File: config.mk
export PLATFORM = sky130hd
export DESIGN_NAME = aoc_alarm_core
export DESIGN_NICKNAME = d
export VERILOG_FILES = /design/src/hdl/aoc_pkg.sv /design/src/hdl/aoc_alarm_core.sv
export VERILOG_INCLUDE_DIRS = /design/src /design/src/hdl
export SDC_FILE = /design/constraint.sdc
export NUM_CORES = 2
export LEC_CHECK = 0
export BUFFER_PORTS_ARGS = -buffer_cell sky130_fd_sc_hd__buf_4
export CAP_MARGIN = 20
export CORE_UTILIZATION = 55
export DETAILED_ROUTE_END_ITERATION = 10
export PLACE_DENSITY = 0.82
export SYNTH_ARGS = -nofsm -noshare
export SYNTH_HDL_FRONTEND = slang
export SYNTH_SLANG_ARGS = --single-unit
File: constraint.sdc
create_clock -name aclk -period 7.5 [get_ports aclk]
set_input_delay 0.75 -clock aclk [delete_from_list [all_inputs] [get_ports aclk]]
set_output_delay 0.75 -clock aclk [all_outputs]
set_load 0.1 [all_outputs]
File: src/hdl/aoc_consts.svh
/*
 * offsets, field positions, reset values and sizes of the alarm output
 * and compare block.
 * assumes byte addresses on a 32-bit AXI4-Lite bus, low 8 bits decoded.
 */
`ifndef AOC_CONSTS_SVH
`define AOC_CONSTS_SVH

// ****************************************
// register byte offsets
// ****************************************
`define AOC_CTRL        8'h00
`define AOC_CMD         8'h04
`define AOC_STATUS      8'h08
`define AOC_POP         8'h0c
`define AOC_POP_READING 8'h10
`define AOC_POP_STAMP   8'h14
`define AOC_PORT0_CFG   8'h18
`define AOC_PORT1_CFG   8'h1c
`define AOC_TOT_LIMIT   8'h20
`define AOC_TOT_CFG     8'h24
`define AOC_MEM_BASE    8'h40
`define AOC_MEM_TOP     8'h5c

// ****************************************
// field positions
// ****************************************
`define AOC_CTRL_LATCH  0
`define AOC_CTRL_RISE   1
`define AOC_CMD_CLR_ALL 4
`define AOC_CMD_SCAN    5
`define AOC_CMD_FRESET  6
`define AOC_CMD_STOP    7
`define AOC_PC_CARE     8
`define AOC_PC_MISM     16
`define AOC_PC_CHG      17
`define AOC_PC_EN       18
`define AOC_PC_NUM      20
`define AOC_TC_EN       0
`define AOC_TC_NUM      4

// ****************************************
// reset values and sizes
// ****************************************
`define AOC_CTRL_RST    2'b01
`define AOC_Q_DEPTH     5'd20
`define AOC_MEM_DEPTH   4'd8
`define AOC_RESP_OKAY   2'b00
`define AOC_RESP_SLVERR 2'b10

`endif

File: src/hdl/aoc_pkg.sv
/*
 * types of the alarm output and compare block.
 * assumes aoc_consts.svh is included by the design file.
 */
package aoc_pkg;
  // limit-crossed code of a record
  typedef enum logic [1:0] {
    AOC_NONE = 2'b00,
    AOC_LO   = 2'b01,
    AOC_HI   = 2'b10
  } aoc_code_e;

  // one alarm event record
  typedef struct packed {
    logic [31:0] reading;
    logic [31:0] stamp;
    logic [3:0]  chan;
    aoc_code_e   code;
    logic [2:0]  num;
  } aoc_rec_s;
endpackage

File: src/hdl/aoc_alarm_core.sv
/*
 * alarm output and compare core: alarm queue, output lines, digital port
 * pattern compare, totalizer count limit and a small alarm data memory.
 * assumes the scan engine and totalizer counter run on aclk and deliver
 * crossing events and counts synchronously; port pins are asynchronous.
 */
// Design decisions made here: the AXI4-Lite interface to the registers and the placing of the registers.
`include "aoc_consts.svh"

// Operation
// - a pop returns the oldest queued event and removes it
// - popping an empty queue returns zero in every field
// - limit code: 0 no alarm, 1 low, 2 high
// - record holds reading, date-time, channel and alarm number 1 to 4
// - reading alarm memory leaves its contents unchanged
// - four lines, each the OR of channels on its alarm number
// - one mode setting for all lines; indicators follow it
// - factory reset drops all lines, queue is kept
// - hold mode: line stays set until scan start, power or clear
// - manual clear of one or all lines anytime, memory untouched
// - follow mode: line set only while condition is out of limit
// - scan start drops lines and clears alarm memory
// - falling polarity drives active lines low, rising drives high
// - factory reset returns polarity to falling
// - polarity change re-drives lines at once
// - port and totalizer alarms need no scan membership
// - port and totalizer alarms always queued, memory only in scan
// - scan start does not remove queued events
// - compare (port xor reference) and care; match zero, mismatch nonzero
// - care bit zero ignores that bit
// - compare against pattern or detect change of selected bits
// - totalizer alarm at count reaching limit, only when enabled
// - port compare inactive until enabled
// - queue an event only at the crossing moment
// - queue keeps first twenty events, later ones dropped
module aoc_alarm_core
  import aoc_pkg::*;
(
  // clock, reset, enable
  input  wire logic        aclk,
  input  wire logic        aresetn,
  input  wire logic        ce,
  // axi4-lite write
  input  wire logic [7:0]  s_axi_awaddr,
  input  wire logic        s_axi_awvalid,
  output logic             s_axi_awready,
  input  wire logic [31:0] s_axi_wdata,
  input  wire logic [3:0]  s_axi_wstrb,
  input  wire logic        s_axi_wvalid,
  output logic             s_axi_wready,
  output logic [1:0]       s_axi_bresp,
  output logic             s_axi_bvalid,
  input  wire logic        s_axi_bready,
  // axi4-lite read
  input  wire logic [7:0]  s_axi_araddr,
  input  wire logic        s_axi_arvalid,
  output logic             s_axi_arready,
  output logic [31:0]      s_axi_rdata,
  output logic [1:0]       s_axi_rresp,
  output logic             s_axi_rvalid,
  input  wire logic        s_axi_rready,
  // analog crossing events from the scan engine
  input  wire logic        ev_valid,
  input  wire logic [3:0]  ev_chan,
  input  wire logic [1:0]  ev_code,
  input  wire logic [1:0]  ev_num,
  input  wire logic [31:0] ev_reading,
  input  wire logic [31:0] time_stamp,
  // multifunction channels
  input  wire logic [7:0]  low_byte_port,
  input  wire logic [7:0]  high_byte_port,
  input  wire logic [25:0] pulse_count_channel,
  // alarm pins and front-panel indicators
  output logic [3:0]       alarm_out,
  output logic [3:0]       alarm_lamp
);

  // ****************************************
  // functions
  // ****************************************
  // byte-lane merge of a write into a stored word
  function automatic logic [31:0] wmerge(input logic [31:0] old,
      input logic [31:0] nw, input logic [3:0] strb);
    logic [31:0] r;
    r = old;
    for (int i = 0; i < 4; i++) begin
      if (strb[i]) r[i*8 +: 8] = nw[i*8 +: 8];
    end
    return r;
  endfunction

  // masked compare of one port against reference or last value
  function automatic logic cmp_hit(input logic [7:0] port,
      input logic [7:0] prev, input logic [31:0] cfg);
    logic [7:0] diff;
    diff = (port ^ (cfg[`AOC_PC_CHG] ? prev : cfg[7:0]))
         & cfg[`AOC_PC_CARE +: 8];
    if (!cfg[`AOC_PC_EN]) return 1'b0;
    if (cfg[`AOC_PC_CHG] || cfg[`AOC_PC_MISM])
      return |diff;
    return ~|diff;
  endfunction

  // ****************************************
  // state
  // ****************************************
  logic [1:0]  ctrl;
  logic [31:0] pcfg0, pcfg1, tot_cfg;
  logic [25:0] tot_limit;
  logic        scanning;
  logic [7:0]  aw_addr;
  logic [31:0] w_data;
  logic [3:0]  w_strb;
  logic        aw_got, w_got;
  logic [7:0]  p0_s1, p0_s2, p1_s1, p1_s2, p0_prev, p1_prev;
  logic [2:0]  hit_q, pend;
  logic [15:0] outlim;
  logic [1:0]  onum [16];
  aoc_rec_s    queue [20];
  logic [4:0]  q_head, q_cnt;
  aoc_rec_s    mem [8];
  logic [3:0]  mem_cnt;
  aoc_rec_s    pop_rec;
  logic [3:0]  act;

  // ****************************************
  // bus decode
  // ****************************************
  wire do_wr = aw_got & w_got & ~s_axi_bvalid;
  wire rd_go = s_axi_arvalid & s_axi_arready;
  wire cmd_wr = do_wr & (aw_addr == `AOC_CMD) & w_strb[0];
  wire ctrl_wr = do_wr & (aw_addr == `AOC_CTRL) & w_strb[0];
  wire [3:0] clr_sel = cmd_wr ? w_data[3:0] : 4'h0;
  wire clr_all = cmd_wr & w_data[`AOC_CMD_CLR_ALL];
  wire scan_go = cmd_wr & w_data[`AOC_CMD_SCAN];
  wire scan_stop = cmd_wr & w_data[`AOC_CMD_STOP];
  wire freset = cmd_wr & w_data[`AOC_CMD_FRESET];
  wire pop_go = rd_go & (s_axi_araddr == `AOC_POP);
  wire q_empty = (q_cnt == 5'd0);
  wire [2:0] mem_idx = s_axi_araddr[4:2];

  // write address validity, read word and read validity
  logic        wr_ok;
  logic        rd_ok;
  logic [31:0] rd_word;
  always_comb begin
    wr_ok = 1'b1;
    if (aw_addr == `AOC_CTRL) wr_ok = 1'b1;
    else if (aw_addr == `AOC_CMD) wr_ok = 1'b1;
    else if (aw_addr == `AOC_PORT0_CFG) wr_ok = 1'b1;
    else if (aw_addr == `AOC_PORT1_CFG) wr_ok = 1'b1;
    else if (aw_addr == `AOC_TOT_LIMIT) wr_ok = 1'b1;
    else if (aw_addr == `AOC_TOT_CFG) wr_ok = 1'b1;
    else wr_ok = 1'b0;
  end

  always_comb begin
    rd_ok = 1'b1;
    rd_word = 32'h0;
    if (s_axi_araddr == `AOC_CTRL) rd_word = {30'h0, ctrl};
    else if (s_axi_araddr == `AOC_CMD) rd_word = 32'h0;
    else if (s_axi_araddr == `AOC_STATUS)
      rd_word = {11'h0, 1'b0, mem_cnt, 3'h0, scanning, act, 3'h0, q_cnt};
    else if (s_axi_araddr == `AOC_POP)
      rd_word = q_empty ? 32'h0 : {23'h0, queue[q_head].chan,
                queue[q_head].code, queue[q_head].num};
    else if (s_axi_araddr == `AOC_POP_READING) rd_word = pop_rec.reading;
    else if (s_axi_araddr == `AOC_POP_STAMP) rd_word = pop_rec.stamp;
    else if (s_axi_araddr == `AOC_PORT0_CFG) rd_word = pcfg0;
    else if (s_axi_araddr == `AOC_PORT1_CFG) rd_word = pcfg1;
    else if (s_axi_araddr == `AOC_TOT_LIMIT) rd_word = {6'h0, tot_limit};
    else if (s_axi_araddr == `AOC_TOT_CFG) rd_word = tot_cfg;
    else if (s_axi_araddr >= `AOC_MEM_BASE &&
             s_axi_araddr <= `AOC_MEM_TOP && s_axi_araddr[1:0] == 2'b00)
      // plain read, memory is never disturbed by it
      rd_word = ({1'b0, mem_idx} < mem_cnt) ? {mem[mem_idx].reading[15:0],
                7'h0, mem[mem_idx].chan, mem[mem_idx].code,
                mem[mem_idx].num} : 32'h0;
    else rd_ok = 1'b0;
  end

  // ****************************************
  // alarm condition evaluation
  // ****************************************
  // compares run every cycle on synchronised pins
  wire hit0 = cmp_hit(p0_s2, p0_prev, pcfg0);
  wire hit1 = cmp_hit(p1_s2, p1_prev, pcfg1);
  wire hitt = tot_cfg[`AOC_TC_EN] &
              (pulse_count_channel >= tot_limit);
  wire [2:0] hit = {hitt, hit1, hit0};
  wire [2:0] rise = hit & ~hit_q;
  wire ev_cross = ev_valid & (ev_code != 2'b00);
  wire [1:0] num0 = pcfg0[`AOC_PC_NUM +: 2];
  wire [1:0] num1 = pcfg1[`AOC_PC_NUM +: 2];
  wire [1:0] numt = tot_cfg[`AOC_TC_NUM +: 2];

  // per-line OR of every source assigned to it
  logic [3:0] cond, act_set;
  always_comb begin
    cond = 4'h0;
    act_set = 4'h0;
    for (int c = 0; c < 16; c++) begin
      if (outlim[c]) cond[onum[c]] = 1'b1;
    end
    if (hit0) cond[num0] = 1'b1;
    if (hit1) cond[num1] = 1'b1;
    if (hitt) cond[numt] = 1'b1;
    if (ev_cross) act_set[ev_num] = 1'b1;
    if (rise[0]) act_set[num0] = 1'b1;
    if (rise[1]) act_set[num1] = 1'b1;
    if (rise[2]) act_set[numt] = 1'b1;
  end

  // one event enters the queue per cycle; scan events have priority
  wire [2:0] srv = ev_cross ? 3'b000 : (pend[0] ? 3'b001 :
                   (pend[1] ? 3'b010 : (pend[2] ? 3'b100 : 3'b000)));
  wire push = ev_cross | (|pend);
  aoc_rec_s new_rec;
  always_comb begin
    new_rec.reading = 32'h0;
    new_rec.stamp = time_stamp;
    new_rec.code = AOC_HI;
    new_rec.chan = 4'h0;
    new_rec.num = 3'd0;
    if (ev_cross) begin
      new_rec.reading = ev_reading;
      new_rec.chan = ev_chan;
      new_rec.code = aoc_code_e'(ev_code);
      new_rec.num = {1'b0, ev_num} + 3'd1;
    end else if (srv[0]) begin
      new_rec.reading = {24'h0, p0_s2};
      new_rec.num = {1'b0, num0} + 3'd1;
    end else if (srv[1]) begin
      new_rec.reading = {24'h0, p1_s2};
      new_rec.chan = 4'h1;
      new_rec.num = {1'b0, num1} + 3'd1;
    end else begin
      new_rec.reading = {6'h0, pulse_count_channel};
      new_rec.chan = 4'h2;
      new_rec.num = {1'b0, numt} + 3'd1;
    end
  end

  // line state: hold mode keeps it, follow mode needs the condition
  wire line_clr = clr_all | scan_go | freset;
  wire [3:0] keep = ctrl[`AOC_CTRL_LATCH] ? 4'hf :
                    (cond | act_set);
  wire [3:0] next_act = (act & keep & ~clr_sel & ~{4{line_clr}}) |
                        act_set;  // new alarm beats a clear
  wire next_rise = freset ? 1'b0 :
                   (ctrl_wr ? w_data[`AOC_CTRL_RISE] : ctrl[`AOC_CTRL_RISE]);
  wire [5:0] q_sum = {1'b0, q_head} + {1'b0, q_cnt};
  wire [4:0] q_tail = (q_sum >= 6'd20) ? 5'(q_sum - 6'd20) : q_sum[4:0];

  // ****************************************
  // axi handshake
  // ****************************************
  // one write and one read in flight, address and data in any order
  always_ff @(posedge aclk) begin
    if (!aresetn) begin
      s_axi_awready <= 1'b1;
      s_axi_wready <= 1'b1;
      s_axi_bvalid <= 1'b0;
      s_axi_bresp <= `AOC_RESP_OKAY;
      aw_got <= 1'b0;
      w_got <= 1'b0;
      aw_addr <= 8'h0;
      w_data <= 32'h0;
      w_strb <= 4'h0;
    end else if (ce) begin
      if (s_axi_awvalid && s_axi_awready) begin
        aw_addr <= s_axi_awaddr;
        aw_got <= 1'b1;
        s_axi_awready <= 1'b0;
      end
      if (s_axi_wvalid && s_axi_wready) begin
        w_data <= s_axi_wdata;
        w_strb <= s_axi_wstrb;
        w_got <= 1'b1;
        s_axi_wready <= 1'b0;
      end
      if (do_wr) begin
        aw_got <= 1'b0;
        w_got <= 1'b0;
        s_axi_bvalid <= 1'b1;
        s_axi_bresp <= wr_ok ? `AOC_RESP_OKAY : `AOC_RESP_SLVERR;
      end else if (s_axi_bvalid && s_axi_bready) begin
        s_axi_bvalid <= 1'b0;
        s_axi_awready <= 1'b1;
        s_axi_wready <= 1'b1;
      end
    end
  end

  // read answer one cycle after the address is taken
  always_ff @(posedge aclk) begin
    if (!aresetn) begin
      s_axi_arready <= 1'b1;
      s_axi_rvalid <= 1'b0;
      s_axi_rdata <= 32'h0;
      s_axi_rresp <= `AOC_RESP_OKAY;
    end else if (ce) begin
      if (rd_go) begin
        s_axi_arready <= 1'b0;
        s_axi_rvalid <= 1'b1;
        s_axi_rdata <= rd_word;
        s_axi_rresp <= rd_ok ? `AOC_RESP_OKAY : `AOC_RESP_SLVERR;
      end else if (s_axi_rvalid && s_axi_rready) begin
        s_axi_rvalid <= 1'b0;
        s_axi_arready <= 1'b1;
      end
    end
  end

  // ****************************************
  // configuration registers
  // ****************************************
  // one mode and one polarity shared by all four lines
  always_ff @(posedge aclk) begin
    if (!aresetn) begin
      ctrl <= `AOC_CTRL_RST;
      pcfg0 <= 32'h0;
      pcfg1 <= 32'h0;
      tot_cfg <= 32'h0;
      tot_limit <= 26'h0;
      scanning <= 1'b0;
    end else if (ce) begin
      ctrl[`AOC_CTRL_RISE] <= next_rise;
      if (ctrl_wr) ctrl <= w_data[1:0];
      if (do_wr && aw_addr == `AOC_PORT0_CFG)
        pcfg0 <= wmerge(pcfg0, w_data, w_strb);
      if (do_wr && aw_addr == `AOC_PORT1_CFG)
        pcfg1 <= wmerge(pcfg1, w_data, w_strb);
      if (do_wr && aw_addr == `AOC_TOT_CFG)
        tot_cfg <= wmerge(tot_cfg, w_data, w_strb);
      if (do_wr && aw_addr == `AOC_TOT_LIMIT)
        tot_limit <= 26'(wmerge({6'h0, tot_limit}, w_data, w_strb));
      if (scan_go) scanning <= 1'b1;
      else if (scan_stop) scanning <= 1'b0;
    end
  end

  // ****************************************
  // input sampling and edge memory
  // ****************************************
  // two flops on the port pins; change mode compares the second with its value one cycle earlier
  always_ff @(posedge aclk) begin
    if (!aresetn) begin
      p0_s1 <= 8'h0;
      p0_s2 <= 8'h0;
      p1_s1 <= 8'h0;
      p1_s2 <= 8'h0;
      p0_prev <= 8'h0;
      p1_prev <= 8'h0;
      hit_q <= 3'h0;
      pend <= 3'h0;
    end else if (ce) begin
      p0_s1 <= low_byte_port;
      p0_s2 <= p0_s1;
      p1_s1 <= high_byte_port;
      p1_s2 <= p1_s1;
      p0_prev <= p0_s2;
      p1_prev <= p1_s2;
      hit_q <= hit;
      // new crossing wins over service in the same cycle
      pend <= (pend & ~srv) | rise;
    end
  end

  // analog out-of-limit map, updated by crossing and return events
  always_ff @(posedge aclk) begin
    if (!aresetn) begin
      outlim <= 16'h0;
      for (int c = 0; c < 16; c++) onum[c] <= 2'd0;
    end else if (ce && ev_valid) begin
      outlim[ev_chan] <= (ev_code != 2'b00);
      onum[ev_chan] <= ev_num;
    end
  end

  // ****************************************
  // alarm queue and alarm memory
  // ****************************************
  // full queue drops new events; scan start leaves it alone
  always_ff @(posedge aclk) begin
    if (!aresetn) begin
      q_head <= 5'd0;
      q_cnt <= 5'd0;
      pop_rec <= '0;
    end else if (ce) begin
      if (push && q_cnt < `AOC_Q_DEPTH) queue[q_tail] <= new_rec;
      if (pop_go) begin
        pop_rec <= q_empty ? '0 : queue[q_head];
        if (!q_empty)
          q_head <= (q_head == 5'd19) ? 5'd0 : q_head + 5'd1;
      end
      if (push && q_cnt < `AOC_Q_DEPTH && !(pop_go && !q_empty))
        q_cnt <= q_cnt + 5'd1;
      else if (!(push && q_cnt < `AOC_Q_DEPTH) && pop_go && !q_empty)
        q_cnt <= q_cnt - 5'd1;
    end
  end

  // alarm data recorded only while scanning, dropped at scan start
  always_ff @(posedge aclk) begin
    if (!aresetn) begin
      mem_cnt <= 4'd0;
    end else if (ce) begin
      if (scan_go) mem_cnt <= 4'd0;
      else if (push && scanning && mem_cnt < `AOC_MEM_DEPTH) begin
        mem[mem_cnt[2:0]] <= new_rec;
        mem_cnt <= mem_cnt + 4'd1;
      end
    end
  end

  // ****************************************
  // output lines
  // ****************************************
  // pins use the next polarity so a change shows at once
  always_ff @(posedge aclk) begin
    if (!aresetn) begin
      act <= 4'h0;
      alarm_out <= 4'hf;
      alarm_lamp <= 4'h0;
    end else if (ce) begin
      act <= next_act;
      alarm_out <= next_rise ? next_act : ~next_act;
      alarm_lamp <= next_act;
    end
  end

endmodule

==> flow_metrics.env <==
export IMPL_period_share_pct=71.65
export IMPL_vdd_drop_max_v=0.0002009
export IMPL_period_minus_slack_ns=5.374
export IMPL_die_area_sq_um=150300
export IMPL_cp_slowest_stage_delay_ns=0.68
export IMPL_hold_violations=0
export IMPL_cp_arrival_ns=5.83
export IMPL_p_total_mw=23.52
export IMPL_whs_ns=0.1625
export IMPL_hpwl_um=134700
export IMPL_worstPathRequired_ns=7.96
export IMPL_synth_cells=4711
export IMPL_grt_ovfl_total=0
export IMPL_syn_area_sq_um=81820
export IMPL_fin_cells=7076
export IMPL_layout_common_cells="edfxtp_1, mux4_2, nor2_1"
export IMPL_critPathSlowestCell="buf_4"
export IMPL_cts_path_max_buffers=3
export IMPL_via_count=47314
export IMPL_rsz0062_at_grt="no"
export IMPL_yosysWarnings=0
export IMPL_p_leak_nw=29.82
export IMPL_synth_edff_count=1692
export IMPL_gp_congestion=1.012
export IMPL_fillers=9806
export IMPL_drcViolationCount=0
export IMPL_ant_nets=0
export IMPL_core_area_sq_um=147700
export IMPL_grt_pass1_vias=46012
export IMPL_drt_wl_total_um=226000
export IMPL_synth_top_flop_cell="edfxtp_1"
export IMPL_ys_seq_elements=2063
export IMPL_crit_type="reg -> reg"
export IMPL_synth_cell_type_count=78
export IMPL_fp_dieW_um=387.7
export IMPL_area_growth_pct=13.36
export IMPL_synthArstFlopShare_pct=0
export IMPL_skew_ns=0.06620
export IMPL_clock_sinks=2063
export IMPL_slew_headroom_pct=18.57
export IMPL_worstMarginPinSlew_ns=1.221
export IMPL_die_h_um=387.7
export IMPL_fmax_ghz=0.1861
export IMPL_reg2reg_slack_ns=2.13
export IMPL_grt_max_degree=191
export IMPL_grt_use_total_pct=29.78
export IMPL_layout_nets=5194
export IMPL_cts_resized=0
export IMPL_finalSetupViolCount=0
export IMPL_cts_tree="done"
export IMPL_yosysSeqAreaShare_pct=71.17
export IMPL_cts_root_buffer="clkbuf_16"
export IMPL_num_rows=141
export IMPL_cts_max_level=4
export IMPL_antenna_found_initial=10
export IMPL_hold_class="in -> reg"
export IMPL_utilization_pct=62.82
export IMPL_power_density_nw_per_um2=253.6
export IMPL_cap_violations=0
export IMPL_clk_insertion_delay_late_ns=0.86
export IMPL_syn_mean_instance_area_sq_um=17.37
export IMPL_startpoint_type="flip-flop"
export IMPL_grt_pass1_wl_um=322700
export IMPL_path_clk_slew_ns=0.06
export IMPL_critPathCaptureType="flip-flop"
export IMPL_layout_commonest_cell="edfxtp_1"
export IMPL_viasPerCell=6.687
export IMPL_cts_buffers=196
export IMPL_io_pins=224
export IMPL_portBuffers=221
export IMPL_cts_setup_buffers=0
export IMPL_drive_above_1_share_pct=22.92
export IMPL_dp_cells=6699
export IMPL_register_area_sq_um=58250
export IMPL_status="complete, no violations"
export IMPL_multi_input_area_sq_um=22510
export IMPL_wl_per_cell_um=31.94
export IMPL_first_pass_iters=6
export IMPL_crit_chain="ha_1 > a21o_1 > a21oi_1 > xnor2_1 > inv_1 > ha_1 > nand2_1 > nand2_1 > a221oi_1 > o21ai_0 > or3_1 > nor2_4 > buf_4 > buf_4"
export IMPL_path_max_fanout=49
export IMPL_final_setup_tns_ns=0
export IMPL_drtIter0Drc=6868
export IMPL_start_util_pct=55.41
export IMPL_slew_violations=0
export IMPL_cts_hold_buf=0
cells in the mapped netlist (15+ instances only):
library cell	n	area share (%)
o22ai_1	29	0.22
dfxtp_1	371	9.1
ha_1	41	0.63
nor3b_1	17	0.16
a21oi_1	208	1.3
nor3_1	18	0.11
nand4_1	21	0.16
a221oi_1	33	0.35
a21o_1	17	0.16
a22o_1	21	0.22
o221ai_1	15	0.16
clkbuf_1	157	0.72
buf_2	54	0.33
mux2i_1	308	3.8
buf_1	27	0.12
nand2b_1	26	0.20
mux4_2	488	13
o21ai_0	96	0.59
nand3b_1	18	0.17
nor2_1	453	2.1
and2_1	16	0.12
nand2_1	274	1.3
inv_1	59	0.27
edfxtp_1	1692	62
nand3_1	55	0.34
report_power, final:
group | internal [mW] | switching, mW
clock | 5.65 | 4.41
sequential | 12.5 | 0.0824
combinational | 0.254 | 0.638
flip-flops by register name, indices dropped and copies added (netlist names), 16 cells and up, named ones only:
signal and flops:
pcfg0 32, tot_limit 26, mem 200, tot_cfg 32
w_data 32, onum 32, pcfg1 32, outlim 16
queue 1460, pop_rec 64, s_axi_rdata 32
cell families (layout without fill, tap and decap cells):
family / after synthesis / count (layout) / synth area share, %
AOI/OAI and AO/OA: 519 / 519 / 4.014
xor gates and xnor gates: 12 / 12 / 0.1284
adders and majority gates: 43 / 43 / 0.6759
buffers and inverters: 311 / 742 / 1.578
DFF: 2063 / 2063 / 71.17
muxes: 802 / 802 / 17.28
other: 1 / 5 / 0.004583
and+or+nand+nor: 960 / 960 / 5.144
final cells by class:
cell class	instances	share of cell area, %
Sequential cell	2063	62.80
Multi-Input combinational cell	2338	24.27
Clock buffer	229	5.522
Timing Repair Buffer	317	3.023
Tap cell	1930	2.603
Clock inverter	136	1.522
Inverter	60	0.2509
Antenna cell	3	0.008093
routing by layer:
layer / share of wire [%] / track usage (%) / vias up
li1: - / - / 19210
met1: 36 / 40.13 / 24255
met2: 48 / 47.79 / 3319
met3: 11 / 5.834 / 522
met4: 4.8 / 12.50 / 8
met5: 0.025 / 0 / -
critical path: cells and delay by family, from the launching register on:
kind	cells	cell delay, ns
fa+ha+maj	2	0.55
simple gates	4	0.93
buf+inv	3	1.33
xor+xnor	1	0.18
flops	1	0.55
compound gates	4	1.31
final timing paths:
check / startpoint / end / cells past startpoint
setup / recovery: q_cnt[1]$_SDFFE_PN0P_ / queue[14][0]$_DFFE_PP_ / 14
hold / removal: high_byte_port[7] / p1_s1[7]$_SDFFE_PN0P_ / 3
setup reg to reg: q_cnt[1]$_SDFFE_PN0P_ / queue[14][0]$_DFFE_PP_ / 14
hold reg to reg: aw_got$_SDFFE_PN0P_ / aw_got$_SDFFE_PN0P_ / 2
per-stage QoR:
step	cell area [sq um]	worst slack, ns
2_1_floorplan	81830	1.175
3_3_place_gp	85910	2.473
3_5_place_dp	85970	2.368
4_1_cts	92510	2.165
5_1_grt	92750	1.894
6_report	92760	2.126
No activity file was read; power rests on OpenSTA's default activity.
